[src/logic/crc_defines.svh]
/*
 * Register map, field positions, reset values and bus answer codes of the
 * DMA checksum generator.
 * Assumes it is included by its bare name and that nothing else defines these macros.
 */
`ifndef CRC_DEFINES_SVH
`define CRC_DEFINES_SVH

// ----------------------------------------------------------------------
// register byte offsets
// ----------------------------------------------------------------------
`define CSUM_VALUE_OFFSET 8'h00
`define TAP_MASK_OFFSET 8'h04
`define CSUM_CTRL_OFFSET 8'h08
`define CSUM_STATUS_OFFSET 8'h0C

// ----------------------------------------------------------------------
// field positions
// ----------------------------------------------------------------------
`define CTRL_TYPE_BIT 15
`define CTRL_POLYNOMIAL_LENGTH_MSB 4
`define CTRL_POLYNOMIAL_LENGTH_LSB 0
`define STATUS_BUSY_BIT 0

// ----------------------------------------------------------------------
// reset values
// ----------------------------------------------------------------------
`define CSUM_VALUE_RESET 32'h00000000
`define TAP_MASK_RESET 32'h00000000
`define CTRL_TYPE_RESET 1'b0
`define CTRL_POLYNOMIAL_LENGTH_RESET 5'h00

// ----------------------------------------------------------------------
// axi answer codes
// ----------------------------------------------------------------------
`define AXI_RESP_OKAY 2'b00
`define AXI_RESP_SLVERR 2'b10

`endif

[src/logic/crc_pkg.sv]
/*
 * Types and shared helper functions of the DMA checksum generator.
 * Assumes the 32-bit checksum register width is fixed.
 */
package crc_pkg;

	// ----------------------------------------------------------------------
	// state and decode types
	// ----------------------------------------------------------------------
	typedef enum logic [1:0] {
		ENG_IDLE = 2'b01,
		ENG_SHIFT = 2'b10
	} engine_state_t;

	typedef enum logic [1:0] {
		WR_IDLE = 2'b01,
		WR_RESP = 2'b10
	} wr_state_t;

	typedef enum logic [1:0] {
		RD_IDLE = 2'b01,
		RD_DATA = 2'b10
	} rd_state_t;

	typedef enum logic [4:0] {
		SEL_NONE = 5'b00001,
		SEL_VALUE = 5'b00010,
		SEL_MASK = 5'b00100,
		SEL_CTRL = 5'b01000,
		SEL_STATUS = 5'b10000
	} reg_sel_t;

	// ----------------------------------------------------------------------
	// helpers
	// ----------------------------------------------------------------------
	// ones in bit positions 0 up to and including polynomial_length
	function automatic logic [31:0] len_mask(input logic [4:0] polynomial_length);
		return 32'hFFFFFFFF >> (5'h1F - polynomial_length);
	endfunction

endpackage

[src/logic/crc_feed_if.sv]
/*
 * Carrier between the register front end and the checksum engine.
 * Assumes both ends share one clock and reset.
 */
`timescale 1ns/1ps
interface crc_feed_if #(parameter int DATA_W = 32);
	logic mode_ip;
	logic [4:0] poly_len;
	logic [31:0] tap_mask;
	logic seed_load;
	logic [31:0] seed_value;
	logic word_valid;
	logic word_ready;
	logic [DATA_W-1:0] word_data;
	logic [31:0] result;
	logic busy;

	modport ctrl (
		output mode_ip, poly_len, tap_mask, seed_load, seed_value, word_valid, word_data,
		input word_ready, result, busy
	);
	modport engine (
		input mode_ip, poly_len, tap_mask, seed_load, seed_value, word_valid, word_data,
		output word_ready, result, busy
	);
endinterface

[src/logic/dma_crc_generator_regs.sv]
/*
 * DMA checksum generator: AXI4-Lite register front end, data word intake
 * from a DMA channel, and the checksum engine instance.
 * Assumes the DMA channel keeps dma_valid and dma_data steady until dma_ready,
 * and that the bus master keeps AXI4-Lite valid/ready rules.
 */
// Chosen here: the placing of the registers and the AXI4-Lite interface to the registers.
`timescale 1ns/1ps
`include "crc_defines.svh"
module dma_crc_generator_regs #(
	parameter int ADDR_W = 8,
	parameter int DATA_W = 32
) (
	// clock and reset
	input wire logic ref_clk,
	input wire logic rst,
	// axi4-lite write address
	input wire logic [ADDR_W-1:0] awaddr,
	input wire logic awvalid,
	output logic awready,
	// axi4-lite write data
	input wire logic [31:0] wdata,
	input wire logic [3:0] wstrb,
	input wire logic wvalid,
	output logic wready,
	// axi4-lite write response
	output logic [1:0] bresp,
	output logic bvalid,
	input wire logic bready,
	// axi4-lite read address
	input wire logic [ADDR_W-1:0] araddr,
	input wire logic arvalid,
	output logic arready,
	// axi4-lite read data
	output logic [31:0] rdata,
	output logic [1:0] rresp,
	output logic rvalid,
	input wire logic rready,
	// dma data words
	input wire logic dma_valid,
	input wire logic [DATA_W-1:0] dma_data,
	output logic dma_ready
);

	// ----------------------------------------------------------------------
	// functions
	// ----------------------------------------------------------------------
	function automatic crc_pkg::reg_sel_t decode(input logic [ADDR_W-1:0] addr);
		logic [ADDR_W-1:0] word;
		word = {addr[ADDR_W-1:2], 2'b00};
		if (word == ADDR_W'(`CSUM_VALUE_OFFSET)) begin
			return crc_pkg::SEL_VALUE;
		end else if (word == ADDR_W'(`TAP_MASK_OFFSET)) begin
			return crc_pkg::SEL_MASK;
		end else if (word == ADDR_W'(`CSUM_CTRL_OFFSET)) begin
			return crc_pkg::SEL_CTRL;
		end else if (word == ADDR_W'(`CSUM_STATUS_OFFSET)) begin
			return crc_pkg::SEL_STATUS;
		end else begin
			return crc_pkg::SEL_NONE;
		end
	endfunction

	function automatic logic [31:0] apply_strobe(input logic [31:0] old,
			input logic [31:0] data, input logic [3:0] strb);
		logic [31:0] m;
		m = old;
		for (int b = 0; b < 4; b++) begin
			if (strb[b]) begin
				m[b*8 +: 8] = data[b*8 +: 8];
			end
		end
		return m;
	endfunction

	// ----------------------------------------------------------------------
	// engine
	// ----------------------------------------------------------------------
	crc_feed_if #(.DATA_W(DATA_W)) feed ();

	crc_engine #(.DATA_W(DATA_W)) engine (
		.ref_clk(ref_clk),
		.rst(rst),
		.port(feed.engine)
	);

	// ----------------------------------------------------------------------
	// configuration state
	// ----------------------------------------------------------------------
	logic ctrl_type;
	logic next_ctrl_type;
	logic [4:0] ctrl_polynomial_length;
	logic [4:0] next_ctrl_polynomial_length;
	logic [31:0] tap_mask;
	logic [31:0] next_tap_mask;
	logic [31:0] value_view;
	logic [31:0] ctrl_word;
	logic [31:0] status_word;

	assign feed.mode_ip = ctrl_type;
	assign feed.poly_len = ctrl_polynomial_length;
	assign feed.tap_mask = tap_mask;
	assign feed.word_valid = dma_valid;
	assign feed.word_data = dma_data;
	assign dma_ready = feed.word_ready;

	// the engine keeps the raw sum; software sees it inverted in IP mode
	always_comb begin
		if (ctrl_type) begin
			value_view = {16'h0000, ~feed.result[15:0]};
		end else begin
			value_view = feed.result & crc_pkg::len_mask(ctrl_polynomial_length);
		end
	end

	always_comb begin
		ctrl_word = 32'h00000000;
		ctrl_word[`CTRL_TYPE_BIT] = ctrl_type;
		ctrl_word[`CTRL_POLYNOMIAL_LENGTH_MSB:`CTRL_POLYNOMIAL_LENGTH_LSB] = ctrl_polynomial_length;
		status_word = 32'h00000000;
		status_word[`STATUS_BUSY_BIT] = feed.busy;
	end

	// ----------------------------------------------------------------------
	// write channel
	// ----------------------------------------------------------------------
	crc_pkg::wr_state_t wr_state;
	crc_pkg::wr_state_t next_wr_state;
	logic aw_held;
	logic next_aw_held;
	logic [ADDR_W-1:0] aw_addr;
	logic [ADDR_W-1:0] next_aw_addr;
	logic w_held;
	logic next_w_held;
	logic [31:0] w_data;
	logic [31:0] next_w_data;
	logic [3:0] w_strb;
	logic [3:0] next_w_strb;
	logic [1:0] next_bresp;
	logic [31:0] merged;
	crc_pkg::reg_sel_t wr_sel;

	// address and data are taken independently, in either order
	assign awready = (wr_state == crc_pkg::WR_IDLE) && !aw_held;
	assign wready = (wr_state == crc_pkg::WR_IDLE) && !w_held;
	assign bvalid = (wr_state == crc_pkg::WR_RESP);

	always_comb begin
		next_wr_state = wr_state;
		next_aw_held = aw_held;
		next_aw_addr = aw_addr;
		next_w_held = w_held;
		next_w_data = w_data;
		next_w_strb = w_strb;
		next_bresp = bresp;
		next_ctrl_type = ctrl_type;
		next_ctrl_polynomial_length = ctrl_polynomial_length;
		next_tap_mask = tap_mask;
		feed.seed_load = 1'b0;
		feed.seed_value = 32'h00000000;
		merged = 32'h00000000;
		wr_sel = decode(aw_addr);
		case (wr_state)
			crc_pkg::WR_IDLE: begin
				if (awvalid && awready) begin
					next_aw_held = 1'b1;
					next_aw_addr = awaddr;
				end
				if (wvalid && wready) begin
					next_w_held = 1'b1;
					next_w_data = wdata;
					next_w_strb = wstrb;
				end
				if (aw_held && w_held) begin
					next_aw_held = 1'b0;
					next_w_held = 1'b0;
					next_wr_state = crc_pkg::WR_RESP;
					next_bresp = `AXI_RESP_OKAY;
					if (wr_sel == crc_pkg::SEL_VALUE) begin
						merged = apply_strobe(value_view, w_data, w_strb);
						feed.seed_load = 1'b1;
						if (ctrl_type) begin
							feed.seed_value = {16'h0000, ~merged[15:0]};
						end else begin
							feed.seed_value = merged & crc_pkg::len_mask(ctrl_polynomial_length);
						end
					end else if (wr_sel == crc_pkg::SEL_MASK) begin
						next_tap_mask = apply_strobe(tap_mask, w_data, w_strb);
					end else if (wr_sel == crc_pkg::SEL_CTRL) begin
						merged = apply_strobe(ctrl_word, w_data, w_strb);
						next_ctrl_type = merged[`CTRL_TYPE_BIT];
						next_ctrl_polynomial_length = merged[`CTRL_POLYNOMIAL_LENGTH_MSB:`CTRL_POLYNOMIAL_LENGTH_LSB];
					end else if (wr_sel == crc_pkg::SEL_STATUS) begin
						// read-only: write accepted and dropped
						next_bresp = `AXI_RESP_OKAY;
					end else begin
						next_bresp = `AXI_RESP_SLVERR;
					end
				end
			end
			crc_pkg::WR_RESP: begin
				if (bready) begin
					next_wr_state = crc_pkg::WR_IDLE;
				end
			end
			default: begin
				next_wr_state = crc_pkg::WR_IDLE;
			end
		endcase
	end

	always_ff @(posedge ref_clk or posedge rst) begin
		if (rst) begin
			wr_state <= crc_pkg::WR_IDLE;
			aw_held <= 1'b0;
			aw_addr <= '0;
			w_held <= 1'b0;
			w_data <= 32'h00000000;
			w_strb <= 4'h0;
			bresp <= `AXI_RESP_OKAY;
			ctrl_type <= `CTRL_TYPE_RESET;
			ctrl_polynomial_length <= `CTRL_POLYNOMIAL_LENGTH_RESET;
			tap_mask <= `TAP_MASK_RESET;
		end else begin
			wr_state <= next_wr_state;
			aw_held <= next_aw_held;
			aw_addr <= next_aw_addr;
			w_held <= next_w_held;
			w_data <= next_w_data;
			w_strb <= next_w_strb;
			bresp <= next_bresp;
			ctrl_type <= next_ctrl_type;
			ctrl_polynomial_length <= next_ctrl_polynomial_length;
			tap_mask <= next_tap_mask;
		end
	end

	// ----------------------------------------------------------------------
	// read channel
	// ----------------------------------------------------------------------
	crc_pkg::rd_state_t rd_state;
	crc_pkg::rd_state_t next_rd_state;
	logic [31:0] next_rdata;
	logic [1:0] next_rresp;
	crc_pkg::reg_sel_t rd_sel;

	assign arready = (rd_state == crc_pkg::RD_IDLE);
	assign rvalid = (rd_state == crc_pkg::RD_DATA);

	// data is captured at the address edge, so a later engine step does not
	// change a word that is already waiting for rready
	always_comb begin
		next_rd_state = rd_state;
		next_rdata = rdata;
		next_rresp = rresp;
		rd_sel = decode(araddr);
		case (rd_state)
			crc_pkg::RD_IDLE: begin
				if (arvalid) begin
					next_rd_state = crc_pkg::RD_DATA;
					next_rresp = `AXI_RESP_OKAY;
					if (rd_sel == crc_pkg::SEL_VALUE) begin
						next_rdata = value_view;
					end else if (rd_sel == crc_pkg::SEL_MASK) begin
						next_rdata = tap_mask;
					end else if (rd_sel == crc_pkg::SEL_CTRL) begin
						next_rdata = ctrl_word;
					end else if (rd_sel == crc_pkg::SEL_STATUS) begin
						next_rdata = status_word;
					end else begin
						next_rdata = 32'h00000000;
						next_rresp = `AXI_RESP_SLVERR;
					end
				end
			end
			crc_pkg::RD_DATA: begin
				if (rready) begin
					next_rd_state = crc_pkg::RD_IDLE;
				end
			end
			default: begin
				next_rd_state = crc_pkg::RD_IDLE;
			end
		endcase
	end

	always_ff @(posedge ref_clk or posedge rst) begin
		if (rst) begin
			rd_state <= crc_pkg::RD_IDLE;
			rdata <= 32'h00000000;
			rresp <= `AXI_RESP_OKAY;
		end else begin
			rd_state <= next_rd_state;
			rdata <= next_rdata;
			rresp <= next_rresp;
		end
	end

endmodule

[src/logic/crc_engine.sv]
/*
 * Checksum engine: LFSR CRC shifted one data bit per clock, or an IP-header
 * ones'-complement sum folded in one clock per word.
 * Assumes the seed it receives is already converted for the current mode.
 */
`timescale 1ns/1ps
`include "crc_defines.svh"
module crc_engine #(
	parameter int DATA_W = 32
) (
	// clock and reset
	input wire logic ref_clk,
	input wire logic rst,
	// front end
	crc_feed_if.engine port
);
	localparam int CNT_W = $clog2(DATA_W) + 1;

	crc_pkg::engine_state_t state;
	crc_pkg::engine_state_t next_state;
	logic [31:0] result;
	logic [31:0] next_result;
	logic [DATA_W-1:0] shift_reg;
	logic [DATA_W-1:0] next_shift_reg;
	logic [CNT_W-1:0] bit_cnt;
	logic [CNT_W-1:0] next_bit_cnt;
	logic take_word;

	// ----------------------------------------------------------------------
	// functions
	// ----------------------------------------------------------------------
	// stage 0 has no predecessor, so it always takes the feedback term
	function automatic logic [31:0] lfsr_step(input logic [31:0] crc, input logic din,
			input logic [31:0] mask, input logic [4:0] polynomial_length);
		logic fb;
		logic [31:0] nxt;
		fb = crc[polynomial_length] ^ din;
		nxt[0] = fb;
		for (int i = 1; i < 32; i++) begin
			nxt[i] = crc[i-1] ^ (mask[i] & fb);
		end
		return nxt & crc_pkg::len_mask(polynomial_length);
	endfunction

	function automatic logic [15:0] ones_add(input logic [15:0] a, input logic [15:0] b);
		logic [16:0] s;
		s = {1'b0, a} + {1'b0, b};
		return s[15:0] + {15'h0000, s[16]};
	endfunction

	// ----------------------------------------------------------------------
	// next state
	// ----------------------------------------------------------------------
	assign take_word = port.word_valid && port.word_ready;
	// a seed write wins over a data word offered in the same cycle
	assign port.word_ready = (state == crc_pkg::ENG_IDLE) && !port.seed_load;
	assign port.busy = (state != crc_pkg::ENG_IDLE);
	assign port.result = result;

	always_comb begin
		next_state = state;
		next_result = result;
		next_shift_reg = shift_reg;
		next_bit_cnt = bit_cnt;
		case (state)
			crc_pkg::ENG_IDLE: begin
				if (port.seed_load) begin
					next_result = port.seed_value;
				end else if (take_word && port.mode_ip) begin
					// tap mask is never consulted on this path
					for (int h = DATA_W / 16 - 1; h >= 0; h--) begin
						next_result = {16'h0000, ones_add(next_result[15:0],
							port.word_data[h*16 +: 16])};
					end
				end else if (take_word) begin
					next_shift_reg = port.word_data;
					next_bit_cnt = CNT_W'(DATA_W);
					next_state = crc_pkg::ENG_SHIFT;
				end
			end
			crc_pkg::ENG_SHIFT: begin
				if (port.seed_load) begin
					next_result = port.seed_value;
					next_state = crc_pkg::ENG_IDLE;
				end else begin
					// msb first, one bit per clock
					next_result = lfsr_step(result, shift_reg[DATA_W-1], port.tap_mask,
						port.poly_len);
					next_shift_reg = {shift_reg[DATA_W-2:0], 1'b0};
					next_bit_cnt = bit_cnt - CNT_W'(1);
					if (bit_cnt == CNT_W'(1)) begin
						next_state = crc_pkg::ENG_IDLE;
					end
				end
			end
			default: begin
				next_state = crc_pkg::ENG_IDLE;
			end
		endcase
	end

	always_ff @(posedge ref_clk or posedge rst) begin
		if (rst) begin
			state <= crc_pkg::ENG_IDLE;
			result <= `CSUM_VALUE_RESET;
			shift_reg <= '0;
			bit_cnt <= '0;
		end else begin
			state <= next_state;
			result <= next_result;
			shift_reg <= next_shift_reg;
			bit_cnt <= next_bit_cnt;
		end
	end

endmodule

[config.mk]
export PLATFORM = sky130hd
export DESIGN_NAME = dma_crc_generator_regs
export DESIGN_NICKNAME = d
export VERILOG_FILES = /design/src/logic/crc_pkg.sv /design/src/logic/crc_feed_if.sv /design/src/logic/dma_crc_generator_regs.sv /design/src/logic/crc_engine.sv
export VERILOG_INCLUDE_DIRS = /design/src /design/src/logic
export SDC_FILE = /design/constraint.sdc
export NUM_CORES = 1
export LEC_CHECK = 0
export ABC_AREA = 1
export BUFFER_PORTS_ARGS = -buffer_cell sky130_fd_sc_hd__buf_2
export CORE_ASPECT_RATIO = 0.5
export CORE_MARGIN = 4
export CORE_UTILIZATION = 55
export CTS_CLUSTER_SIZE = 20
export DETAILED_ROUTE_END_ITERATION = 8
export PLACE_DENSITY = 0.73
export SETUP_SLACK_MARGIN = 0.05
export SLEW_MARGIN = 25
export SYNTH_ARGS = -nofsm -noshare
export SYNTH_HDL_FRONTEND = slang
export SYNTH_SLANG_ARGS = --single-unit
[constraint.sdc]
create_clock -name ref_clk -period 9.2 [get_ports ref_clk]
set_input_delay 1.84 -clock ref_clk [delete_from_list [all_inputs] [get_ports ref_clk]]
set_output_delay 1.84 -clock ref_clk [all_outputs]
set_load 0.1 [all_outputs]
* Word-level counts from Yosys, hierarchy flattened
Index checks and enable logic that the tools add are counted.
** Storage, ports and cells
- Register bits after elaboration :: 196
- Input bits :: 92
- Output and inout port bits :: 42
- Logic and storage cells :: 239
** Operators by class
- $add $sub $neg :: 6
- Order comparisons :: 1
- Eq/ne operators :: 32
- Shift-type cells :: 1
- Multiplexer cells :: 76
- Bitwise gates (word level) :: 70
- Reduce and logical (&&, ||, !) cells :: 33
** Operators by type and width (number)
- 2-to-1 mux 32 bit :: 14
- 2-to-1 mux 8 bit :: 16
- one-hot mux 32 bit (2 select lines) :: 2
- AND 32 bit :: 3
- 2-to-1 mux 5 bit :: 8
- adder 16 x 16 -> 17 bit :: 2
- 2-to-1 mux 2 bit :: 17
- adder 16 x 1 -> 16 bit :: 2
- inverter 16 bit :: 2
- >> shifter 32 x 5 -> 32 bit (first input constant) :: 1
- bitwise XOR 1 bit :: 32
- AND 1 bit :: 31
- AND reduction 5 bit :: 5
- == test 6 x 2 -> 1 bit (second input constant) :: 4
- 2-to-1 mux 6 bit :: 4
- == test 6 x 1 -> 1 bit (second input constant) :: 3
- AND reduction 2 bit :: 9
- 2-to-1 mux 16 bit :: 1
- zero test 6 bit :: 2
- one-hot mux 2 bit (2 select lines) :: 3
- one-hot mux 6 bit (2 select lines) :: 1
- AND reduction 6 bit :: 2
- == test 5 x 2 -> 1 bit (second input constant) :: 2
- == test 5 x 3 -> 1 bit (second input constant) :: 2
- 18 further kinds :: 51

* Logic depth before layout (Yosys ltp)
Gate-level depths: netlist (run 1).
- Depth after elaboration :: 16
- Mapped depth :: 44
- Mapped depth without buffers :: 44

* Modules after synthesis
A second synthesis (run 1) with hierarchy kept.
** Second synthesis, totals
- Cell total of the unflattened synthesis :: 1996
- Area total of the unflattened synthesis :: 13738.2 um2
** Modules (own cells, without submodules)
- crc_engine :: instances 1, cells each 1170, area each 7318.3 um2, sequential area each 1803.0 um2
- dma_crc_generator_regs :: instances 1, cells each 826, area each 6419.9 um2, sequential area each 3005.4 um2

* Least setup slack after synthesis (run 1)
Ideal clock, no wire load.
- Path kind :: input-to-reg
- Start point :: input port dma_data[16]
- End point :: register engine.result[14], in the netlist engine.port.result[14]
- Library setup time :: 117 ps
- Arrival :: 6754 ps
- Path slack :: 2329 ps
- Stages :: 42
- Buffers on the path :: 0
- Cells stage by stage :: ha_1 -> inv_1 -> fa_1 -> inv_1 -> nand3_1 -> nand2_1 -> a21oi_1 -> inv_1 -> nand4_1 -> nand2_1 -> a21oi_1 -> o21bai_1 -> ha_1 -> ha_1 -> nor3b_1 -> and3_1 -> xnor2_1 -> inv_1 -> [6 not listed] -> nand2_1 -> a21oi_1 -> o21bai_1 -> ha_1 -> ha_1 -> inv_1 -> nor2_1 -> nand3_1 -> nor2_1 -> nand3_1 -> nor2_2 -> nand2_1 -> nor2_1 -> nand3_1 -> nand2_1 -> nor2_1 -> nor2_1 -> nor2_1
** Between the ends
- Cells in the longest elaborated chain, start to end :: 7
** Ends and longest elaborated chain
- start, declared :: RTL line dma_crc_generator_regs.sv:41 : input wire logic [DATA_W-1:0] dma_data,
- adder 16 x 16 -> 17 bit :: RTL line crc_engine.sv:47 : s = {1'b0, a} + {1'b0, b};
- adder 16 x 1 -> 16 bit :: RTL line crc_engine.sv:48 : return s[15:0] + {15'h0000, s[16]};
- adder 16 x 16 -> 17 bit :: RTL line crc_engine.sv:47
- adder 16 x 1 -> 16 bit :: RTL line crc_engine.sv:48
- 2-to-1 mux 32 bit :: RTL line crc_engine.sv:69 : end else if (take_word && port.mode_ip) begin
- 2-to-1 mux 32 bit :: RTL line crc_engine.sv:67 : if (port.seed_load) begin
- one-hot mux 32 bit (2 select lines) :: RTL line crc_engine.sv:65 : case (state)
- end signal, assigned :: RTL line crc_engine.sv:105 : result <= `CSUM_VALUE_RESET;
- end signal, assigned :: RTL line crc_engine.sv:110 : result <= next_result;
- end, declared :: RTL line crc_engine.sv:21 : logic [31:0] result;
No other way between the ends. The select of a mux whose other input is x is not followed.
A chain may end at the register's enable or synchronous reset.

* Final worst setup path (run 1)
- Start point :: input port dma_data[16]
- End point :: register engine.result[12], in the netlist engine.port.result[12]
The elaborated chain is that of the path after synthesis.

==> results.ini, run 1 <==
[status]
status=complete, no violations

[place]
port_buffers=127
dp_hpwl_um=28200
place.gp.congestion=0.973

[worst_setup_path]
worstSetupPathType=input pin to flop
end_kind=flop
r2r-start=engine.port.result[0]
critPathMaxStageDelay_ns=0.39
rrSetupSlack_ns=2.58
rr_worst_depth=42
r2r_end=engine.port.result[12]
crit_required_ns=9.60
critical_path_buf_inv_count=7
cp-start-kind=input pin
critPathTopFamily=simple AND/OR/NAND/NOR gates
critPathMaxFanout=5
worstPathArrival_ns=7.85
critPathSlowestCell=fa_1

[floorplanning]
start_util_pct=56.9
die_x_um=227
coreArea_sq_um=23200
die_height_um=118
rows=39
design.die.area_sq_um=26700
ioPinCount=134

[detailed_routing]
drt_wl_total_um=39000
wl_per_cell_um=16.7
viasPerCell=5.62
drt_first_pass_iters=6
post-route-drc-count=0
route.antenna.remaining_nets=0
num_vias=13100
drt-initial-drc-count=1263

[cells_and_area]
n_fill_cell=2249
nets=2159
area_growth_pct=9.70
drive_above_1_share_pct=10.5
finish.utilization_pct=62.4
layout_common_cells=nand2_1 (499), nor2_1 (258), inv_1 (230), dfrtp_1 (189), nand3_1 (149)
final_common_cell=nand2_1
n_antenna_cell=0

[timing]
fin_crit_ns=7.45
drv_slew=0
setup_viol=0
hold_viol_final=0
tightest_slew_ns=1.02
max_freq_mhz=134
rsz0062_at_grt=false
timing.setup.tns_ns=0
fin_skew_ns=0.0116
max-slew-margin-rel_pct=31.6
finalCritPeriodShare_pct=80.9

[hold_path]
min_path_type=flop to flop
min_from=rdata[10]
hold_path_depth=2
holdPathEnd=rdata[10]

[cts]
holdBufCountCts=0
root_buffer=clkbuf_16
tritoncts=yes
cts_max_level=4
cts_sinks=192
cts_setup_buffers=0
cts.path.max_buffers=2
cts_inserted_buffers=17
cts_resized=0
clk_latency_ns=0.46
path_clk_slew_ns=0.07

[logic_synthesis]
synth-edff-count=0
synth.distinct_cells=54
syn_area_sq_um=13200
syn_inst=1939
ys_seq_area_share_pct=36.4
postSynthAreaPerCell_sq_um=6.82
synth_area_leaders=dfrtp_1 (36%), nand2_1 (14%), nor2_1 (7.4%), inv_1 (6.6%), nand3_1 (5.6%)
ys_async_sr_fraction_pct=100
netlist.area_leader.share_pct=35.8
yosys_warnings=0
synthFlopType=dfrtp_1
synth-seq-cells=192
synth_top_cell_by_area=dfrtp_1

[run]
cap_violations=0

[global_route]
antenna_found_initial=0
grt_max_degree=123
grt_pass1_wl_um=62700
grt_pass1_vias=12000
gr-total-overflow=0
track_usage_pct=29.2

[power_and_ir_drop]
ir_worst_vdd_mv=0.240
power.density_nw_per_um2=422
p_leak_uw=0.00740

-- worst register-to-register path: cells and delay by family, from the launching register on --
kind / cells / cell delay, ns
adder cells (fa/ha/maj): 6 / 1.56
AND/OR/NAND/NOR: 23 / 3.14
buffers and inverters: 6 / 0.37
AO/OA/AOI/OAI: 5 / 0.59
XOR/XNOR: 2 / 0.35
flip-flops: 1 / 0.57
-- per-stage QoR --
step / setup slack, ns / std cells / area [sq um] / hold WS [ns] / power (uW)
6_report: 1.75 / 2341 / 14500 / 0.483 / 6120
5_1_grt: 1.07 / 2341 / 14500 / 0.511 / 6710
4_1_cts: 1.78 / 2341 / 14500 / 0.485 / 6060
3_5_place_dp: 1.33 / 2309 / 13900 / 0.470 / 5320
3_3_place_gp: 1.35 / 2309 / 13900 / 0.465 / 5270
2_1_floorplan: 2.14 / 1940 / 13200 / 0.447 / 4490
-- where the power goes --
| group | total (uW) | internal, uW | switching (uW) | leakage [uW] |
|---|---|---|---|---|
| Clock | 725 | 357 | 368 | 0.000272 |
| Combinational | 3880 | 1190 | 2690 | 0.00475 |
| Sequential | 1510 | 1180 | 328 | 0.00238 |
-- final cells by class --
class / instances / area [sq um] / share of cell area [%]
Clock inverter: 14 / 126 / 0.871
Timing Repair Buffer: 137 / 711 / 4.90
Multi-Input combinational cell: 1429 / 7120 / 49.1
Inverter: 244 / 927 / 6.39
Sequential cell: 192 / 4810 / 33.2
Tap cell: 307 / 384 / 2.65
Clock buffer: 18 / 429 / 2.96
-- how the worst max path moves through the flow --
stage                  from                     end  depth (start not counted)
2_1_floorplan           rst              aw_addr[2]                          1
3_3_place_gp   dma_data[16]  engine.port.result[12]                         42
3_5_place_dp   dma_data[16]  engine.port.result[12]                         42
4_1_cts        dma_data[16]  engine.port.result[12]                         42
5_1_grt        dma_data[16]  engine.port.result[12]                         43
6_report       dma_data[16]  engine.port.result[12]                         43
-- metal layers --
metal / up-vias / GRT usage, % / part of all wire [%]
li1: 6486 / - / -
met2: 531 / 44.7 / 45
met4: 0 / 8.50 / 2.1
met3: 67 / 6.43 / 8.4
met5: - / 0 / 0
met1: 6062 / 41.8 / 45
-- Yosys cell counts (2+ instances only) --
library cell / n
a21oi_2: 6
and2_1: 2
nand3_1: 149
o21ai_0: 125
nor3b_1: 3
clkinv_1: 5
a22oi_1: 14
nor2_2: 3
o221ai_1: 3
xnor2_1: 6
a221oi_1: 4
nand3b_1: 4
a31oi_1: 24
a21oi_1: 118
buf_4: 12
nand2_1: 500
or2_2: 5
nor3_1: 12
nor4_1: 2
nand2_4: 2
xor2_1: 16
o21a_1: 4
nor2_1: 259
buf_2: 11
dfstp_2: 3
o21ai_1: 12
inv_1: 232
a2bb2oi_1: 5
ha_1: 44
buf_6: 6
a211oi_1: 2
o31ai_1: 31
o21bai_1: 7
dfrtp_1: 189
inv_2: 6
o211ai_1: 9
nand4_1: 30
and3_1: 2
mux2_2: 10
clkbuf_1: 45
fa_1: 2
nor2_4: 3
-- logic make-up (layout without fill, tap and decap cells) --
kind of cell / Yosys count / after routing / synth area share [%]
DFF: 192 / 192 / 36.4
other: 1 / 2 / 0.0284
buffers and inverters: 319 / 413 / 9.86
xor gates and xnor gates: 22 / 22 / 1.46
and+or+nand+nor: 979 / 979 / 30.8
adders and majority gates: 46 / 46 / 4.47
muxes: 10 / 10 / 0.852
AOI/OAI and AO/OA: 370 / 370 / 16.2
Power figures use the tool's default switching activity.
==> run 2: changes to the inputs <==
Clock period 9.2 ns to 7.7 ns, I/O delays scaled along.
==> results.ini, run 2 (synthesized netlist as in run 1, its figures left out) <==
[power_and_ir_drop]
finalPower_uw=7380
power.density_nw_per_um2=508
ir_worst_vdd_mv=0.220
p_leak_uw=0.00742

[worst_setup_path]
cp-start-kind=input pin
critPathSlowestCell=fa_1
end_kind=flop
critPathMaxFanout=5
worstSetupPathType=input pin to flop
crit_required_ns=8.11
worstPathArrival_ns=7.37
critPathMaxStageDelay_ns=0.39

[floorplanning]
design.die.area_sq_um=26700
ioPinCount=134
coreArea_sq_um=23200
die_x_um=227
rows=39
start_util_pct=56.9
die_height_um=118

[global_route]
track_usage_pct=30.1
gr-total-overflow=0
grt_pass1_vias=12100
grt_max_degree=114
antenna_found_initial=0
grt_pass1_wl_um=64200

[detailed_routing]
route.antenna.remaining_nets=0
viasPerCell=5.62
post-route-drc-count=0
num_vias=13200
drt-initial-drc-count=1508
drt_first_pass_iters=6
drt_wl_total_um=39900
wl_per_cell_um=17.0

[cts]
tritoncts=yes
holdBufCountCts=0
cts_sinks=192
cts.path.max_buffers=2
clk_latency_ns=0.47
cts_inserted_buffers=17
root_buffer=clkbuf_16
path_clk_slew_ns=0.07
cts_max_level=4

[timing]
drv_slew=0
hold_viol_final=0
timing.setup.tns_ns=0
fin_skew_ns=0.0133
max-slew-margin-rel_pct=33.6
rsz0062_at_grt=false
setup_viol=0
finalCritPeriodShare_pct=90.4
fin_crit_ns=6.96
tightest_slew_ns=0.996
max_freq_mhz=144

[place]
place.gp.congestion=0.974
dp_hpwl_um=28800
placed_area_sq_um=14000
port_buffers=127

[cells_and_area]
n_antenna_cell=0
nets=2160
n_fill_cell=2279
layout_common_cells=nand2_1 (499), nor2_1 (258), inv_1 (230), dfrtp_1 (189), nand3_1 (149)
area_growth_pct=9.93
final_common_cell=nand2_1
design_area_sq_um=14500
drive_above_1_share_pct=10.5

[run]
cap_violations=0

[status]
status=complete, no violations

[hold_path]
min_path_type=flop to flop

-- run 2: final timing paths --
kind,start,endpoint,slack [ns],cells after the start
min in group asynchronous,rst,rdata[19],1.19,2
worst max register to register,engine.port.result[1],engine.port.result[12],1.25,41
max in group asynchronous,rst,rdata[10],5.33,3
worst min register to register,rdata[3],rdata[3],0.48,2
worst min-delay path,rdata[3],rdata[3],0.48,2
worst max-delay path,dma_data[16],engine.port.result[12],0.74,43
-- run 2: area by class of cell --
| class | instances | area (sq um) | area share (%) |
|---|---|---|---|
| Clock buffer | 22 | 474 | 3.26 |
| Sequential cell | 192 | 4810 | 33.1 |
| Multi-Input combinational cell | 1429 | 7130 | 49.0 |
| Clock inverter | 10 | 92.6 | 0.637 |
| Inverter | 244 | 926 | 6.37 |
| Timing Repair Buffer | 138 | 722 | 4.97 |
| Tap cell | 307 | 384 | 2.64 |
-- run 2: layer usage --
metal | routed length, um | global-route usage (%)
met1 | 17700 | 42.4
met2 | 17100 | 45.2
met3 | 3610 | 6.73
met4 | 1440 | 11.4
met5 | 0 | 0
-- run 2: power breakdown --
part	switching (uW)	internal, uW	leakage, uW
Combinational	3250	1440	0.00477
Clock	431	450	0.000274
Sequential	398	1420	0.00238
Total	4080	3300	0.00742
-- run 2: what timing repair did --
item / 4_1_cts / 5_1_grt
endpoints found under the setup margin: 0 / 2
setup buffers: 0 / 0
gates resized for setup: 0 / 1
-- run 2: per-stage QoR --
stage	cells	hold slack (ns)	worst slack [ns]	utilization [%]
3_3_place_gp	2310	0.463	0.368	60.1
3_5_place_dp	2310	0.468	0.221	60.1
4_1_cts	2342	0.487	0.701	62.5
6_report	2342	0.481	0.739	62.6
2_1_floorplan	1940	0.447	0.938	-
5_1_grt	2342	0.502	0.0759	62.6
-- run 2: critical path: cells and delay by family --
| family | cells | cell delay [ns] |
|---|---|---|
| and+or+nand+nor | 23 | 3.02 |
| AOI/OAI and AO/OA | 5 | 0.59 |
| xor gates and xnor gates | 2 | 0.35 |
| buffers and inverters | 7 | 0.42 |
| adders and majority gates | 6 | 1.44 |
==> run 3: changes to the inputs <==
Settings changed: ABC_AREA 1 to not set, ABC_CLOCK_PERIOD_IN_PS set to 7700.
==> results.ini, run 3 <==
[cells_and_area]
regArea_sq_um=4810
nets=1572
layout_common_cells=dfrtp_1 (188), nand2_1 (150), buf_2 (127), o21ai_0 (114), mux2_2 (83)
n_fill_cell=1850
area_growth_pct=13.9
final_common_cell=dfrtp_1
multi_input_area_sq_um=7280
design_area_sq_um=14100
drive_above_1_share_pct=22.8
stdcell_count=1747
n_antenna_cell=0

[worst_setup_path]
rrSetupSlack_ns=1.04
critPathSlowestCell=or3_2
crit_required_ns=8.10
rr_worst_depth=37
critPathTopFamily=compound AO/OA/AOI/OAI gates
critPathMaxFanout=4
crit_end=engine.port.result[11]
cp-start-kind=input pin
end_kind=flop
r2r_end=engine.port.result[8]
worstSetupPathType=input pin to flop
cp_common_cell=ha_1
cp-startpoint=dma_data[16]
worstPathArrival_ns=7.65
critical_path_buf_inv_count=3
r2r-start=engine.port.result[0]
critPathMaxStageDelay_ns=0.47
path_depth=37

[detailed_routing]
drt_wl_total_um=35400
post-route-drc-count=0
drt_first_pass_iters=5
viasPerCell=6.32
wl_per_cell_um=20.3
num_vias=11000
route.antenna.remaining_nets=0
drt-initial-drc-count=1052

[timing]
max-slew-margin-rel_pct=37.0
finalCritPeriodShare_pct=94.1
tightest_slew_ns=0.945
hold_viol_final=0
fin_crit_ns=7.25
setup_viol=0
fin_skew_ns=0.0118
max_freq_mhz=138
rsz0062_at_grt=false
drv_slew=0

[power_and_ir_drop]
p_leak_uw=0.00622
ir_worst_vdd_mv=0.279
power.density_nw_per_um2=520

[run]
cap_violations=0

[logic_synthesis]
synth-edff-count=0
syn_inst=1325
synth.most_common_cell=dfrtp_1
netlist_top_cells_count=dfrtp_1 (189), nand2_1 (151), o21ai_0 (118)
synth-seq-cells=192
syn_area_sq_um=12400
synth.distinct_cells=76
ys_seq_area_share_pct=38.7
postSynthAreaPerCell_sq_um=9.37
ys_async_sr_fraction_pct=100
synth_top_cell_by_area=dfrtp_1
synthFlopType=dfrtp_1
yosys_warnings=0
netlist.area_leader.share_pct=38.1
synth_area_leaders=dfrtp_1 (38%), mux2_2 (7.5%), o21ai_0 (4.8%), nand2_1 (4.6%), ha_1 (4.4%)

[global_route]
track_usage_pct=28.3
use_met3_pct=6.81
gr-total-overflow=0
grt_busiest_layer=met2
grt_max_degree=129
use_met2_pct=45.0
grt_use_met1_pct=39.1
grt_pass1_wl_um=56200
grt_pass1_vias=10700
antenna_found_initial=0

[place]
place.gp.congestion=0.915
placed_area_sq_um=13500
dp_hpwl_um=25600
port_buffers=127
place_inst=1714

[floorplanning]
ioPinCount=134
coreArea_sq_um=21900
die_x_um=220
die_height_um=114
design.die.area_sq_um=25200
rows=38
start_util_pct=56.6

[cts]
cts_sinks=192
holdBufCountCts=0
clk_latency_ns=0.46
root_buffer=clkbuf_16
cts_inserted_buffers=17
path_clk_slew_ns=0.08
cts_max_level=4
cts.path.max_buffers=2
tritoncts=yes

[hold_path]
min_path_type=flop to flop

[status]
status=complete, no violations

run 3: changes by cell type after synthesis, moves of 41 or more:
cell     before  now
nand3_1     149   39
nor2_1      259   76
mux2_2       10   83
inv_1       232   25
nand2_1     500  151
mux2i_1       0   46
xnor2_1       6   47
a21oi_1     118   56
run 3: layout make-up:
type | count | share of cell area (%)
clock buffers | 22 | 3.35
clock inverters | 10 | 0.840
inverters | 25 | 0.717
multi-input cells | 1025 | 51.5
flip-flops and latches | 192 | 34.0
well taps | 300 | 2.65
repair buffers | 173 | 6.94
run 3: worst register-to-register path, delay by kind of cell (launching register included):
family	cells	cell delay, ns
buffers and inverters	3	0.36
DFF	1	0.54
and+or+nand+nor	10	1.13
AOI/OAI and AO/OA	14	2.22
xor gates and xnor gates	3	0.60
adders and majority gates	7	1.70
run 3: stage by stage:
stage                     setup WS (ns)  TNS [ns]  utilization, %  total power [uW]  hold WS, ns
final                             0.453         0            64.5              7360        0.473
after global routing             0.0208         0            64.5              7900        0.505
after CTS                         0.257         0            64.2              7210        0.481
after detailed placement         -0.189    -0.686            61.5              6270        0.465
after global placement          -0.0891    -0.193            61.5              6120        0.460
after floorplan                  0.0526         0               -              5020        0.450
run 3: kinds of logic after synthesis:
| family | count (synthesis) | share of synthesized area (%) |
|---|---|---|
| other | 1 | 0.0302 |
| flip-flops | 192 | 38.7 |
| AO/OA/AOI/OAI | 366 | 19.5 |
| AND/OR/NAND/NOR | 394 | 15.2 |
| buffers and inverters | 109 | 3.41 |
| multiplexers | 137 | 12.7 |
| XOR/XNOR | 80 | 5.64 |
| adder cells (fa/ha/maj) | 46 | 4.76 |
run 3: worst min-delay path by stage:
stage	slack [ns]	startpoint	end	depth (start not counted)
final	0.47	rdata[13]	rdata[13]	2
after global routing	0.51	engine.shift_reg[21]	engine.shift_reg[21]	2
after CTS	0.48	rdata[13]	rdata[13]	2
after detailed placement	0.47	rdata[13]	rdata[13]	2
after global placement	0.46	rdata[9]	rdata[9]	2
after floorplan	0.45	engine.shift_reg[0]	engine.shift_reg[0]	2
run 3: where the power goes:
group	internal, uW	total (uW)	switching, uW	leakage (uW)
logic	1850	4590	2730	0.00349
clock network	483	906	424	0.000285
registers	1380	1870	483	0.00245
run 3: what timing repair did:
item,CTS,global route
gates resized for setup,0,16
setup endpoints to repair,0,10
setup buffers,0,1
run 3: routing by layer:
layer / vias up / wire, um
met1: 5404 / 15600
met3: 56 / 2900
li1: 5107 / -
met4: 2 / 627
met2: 466 / 16200
met5: - / 61
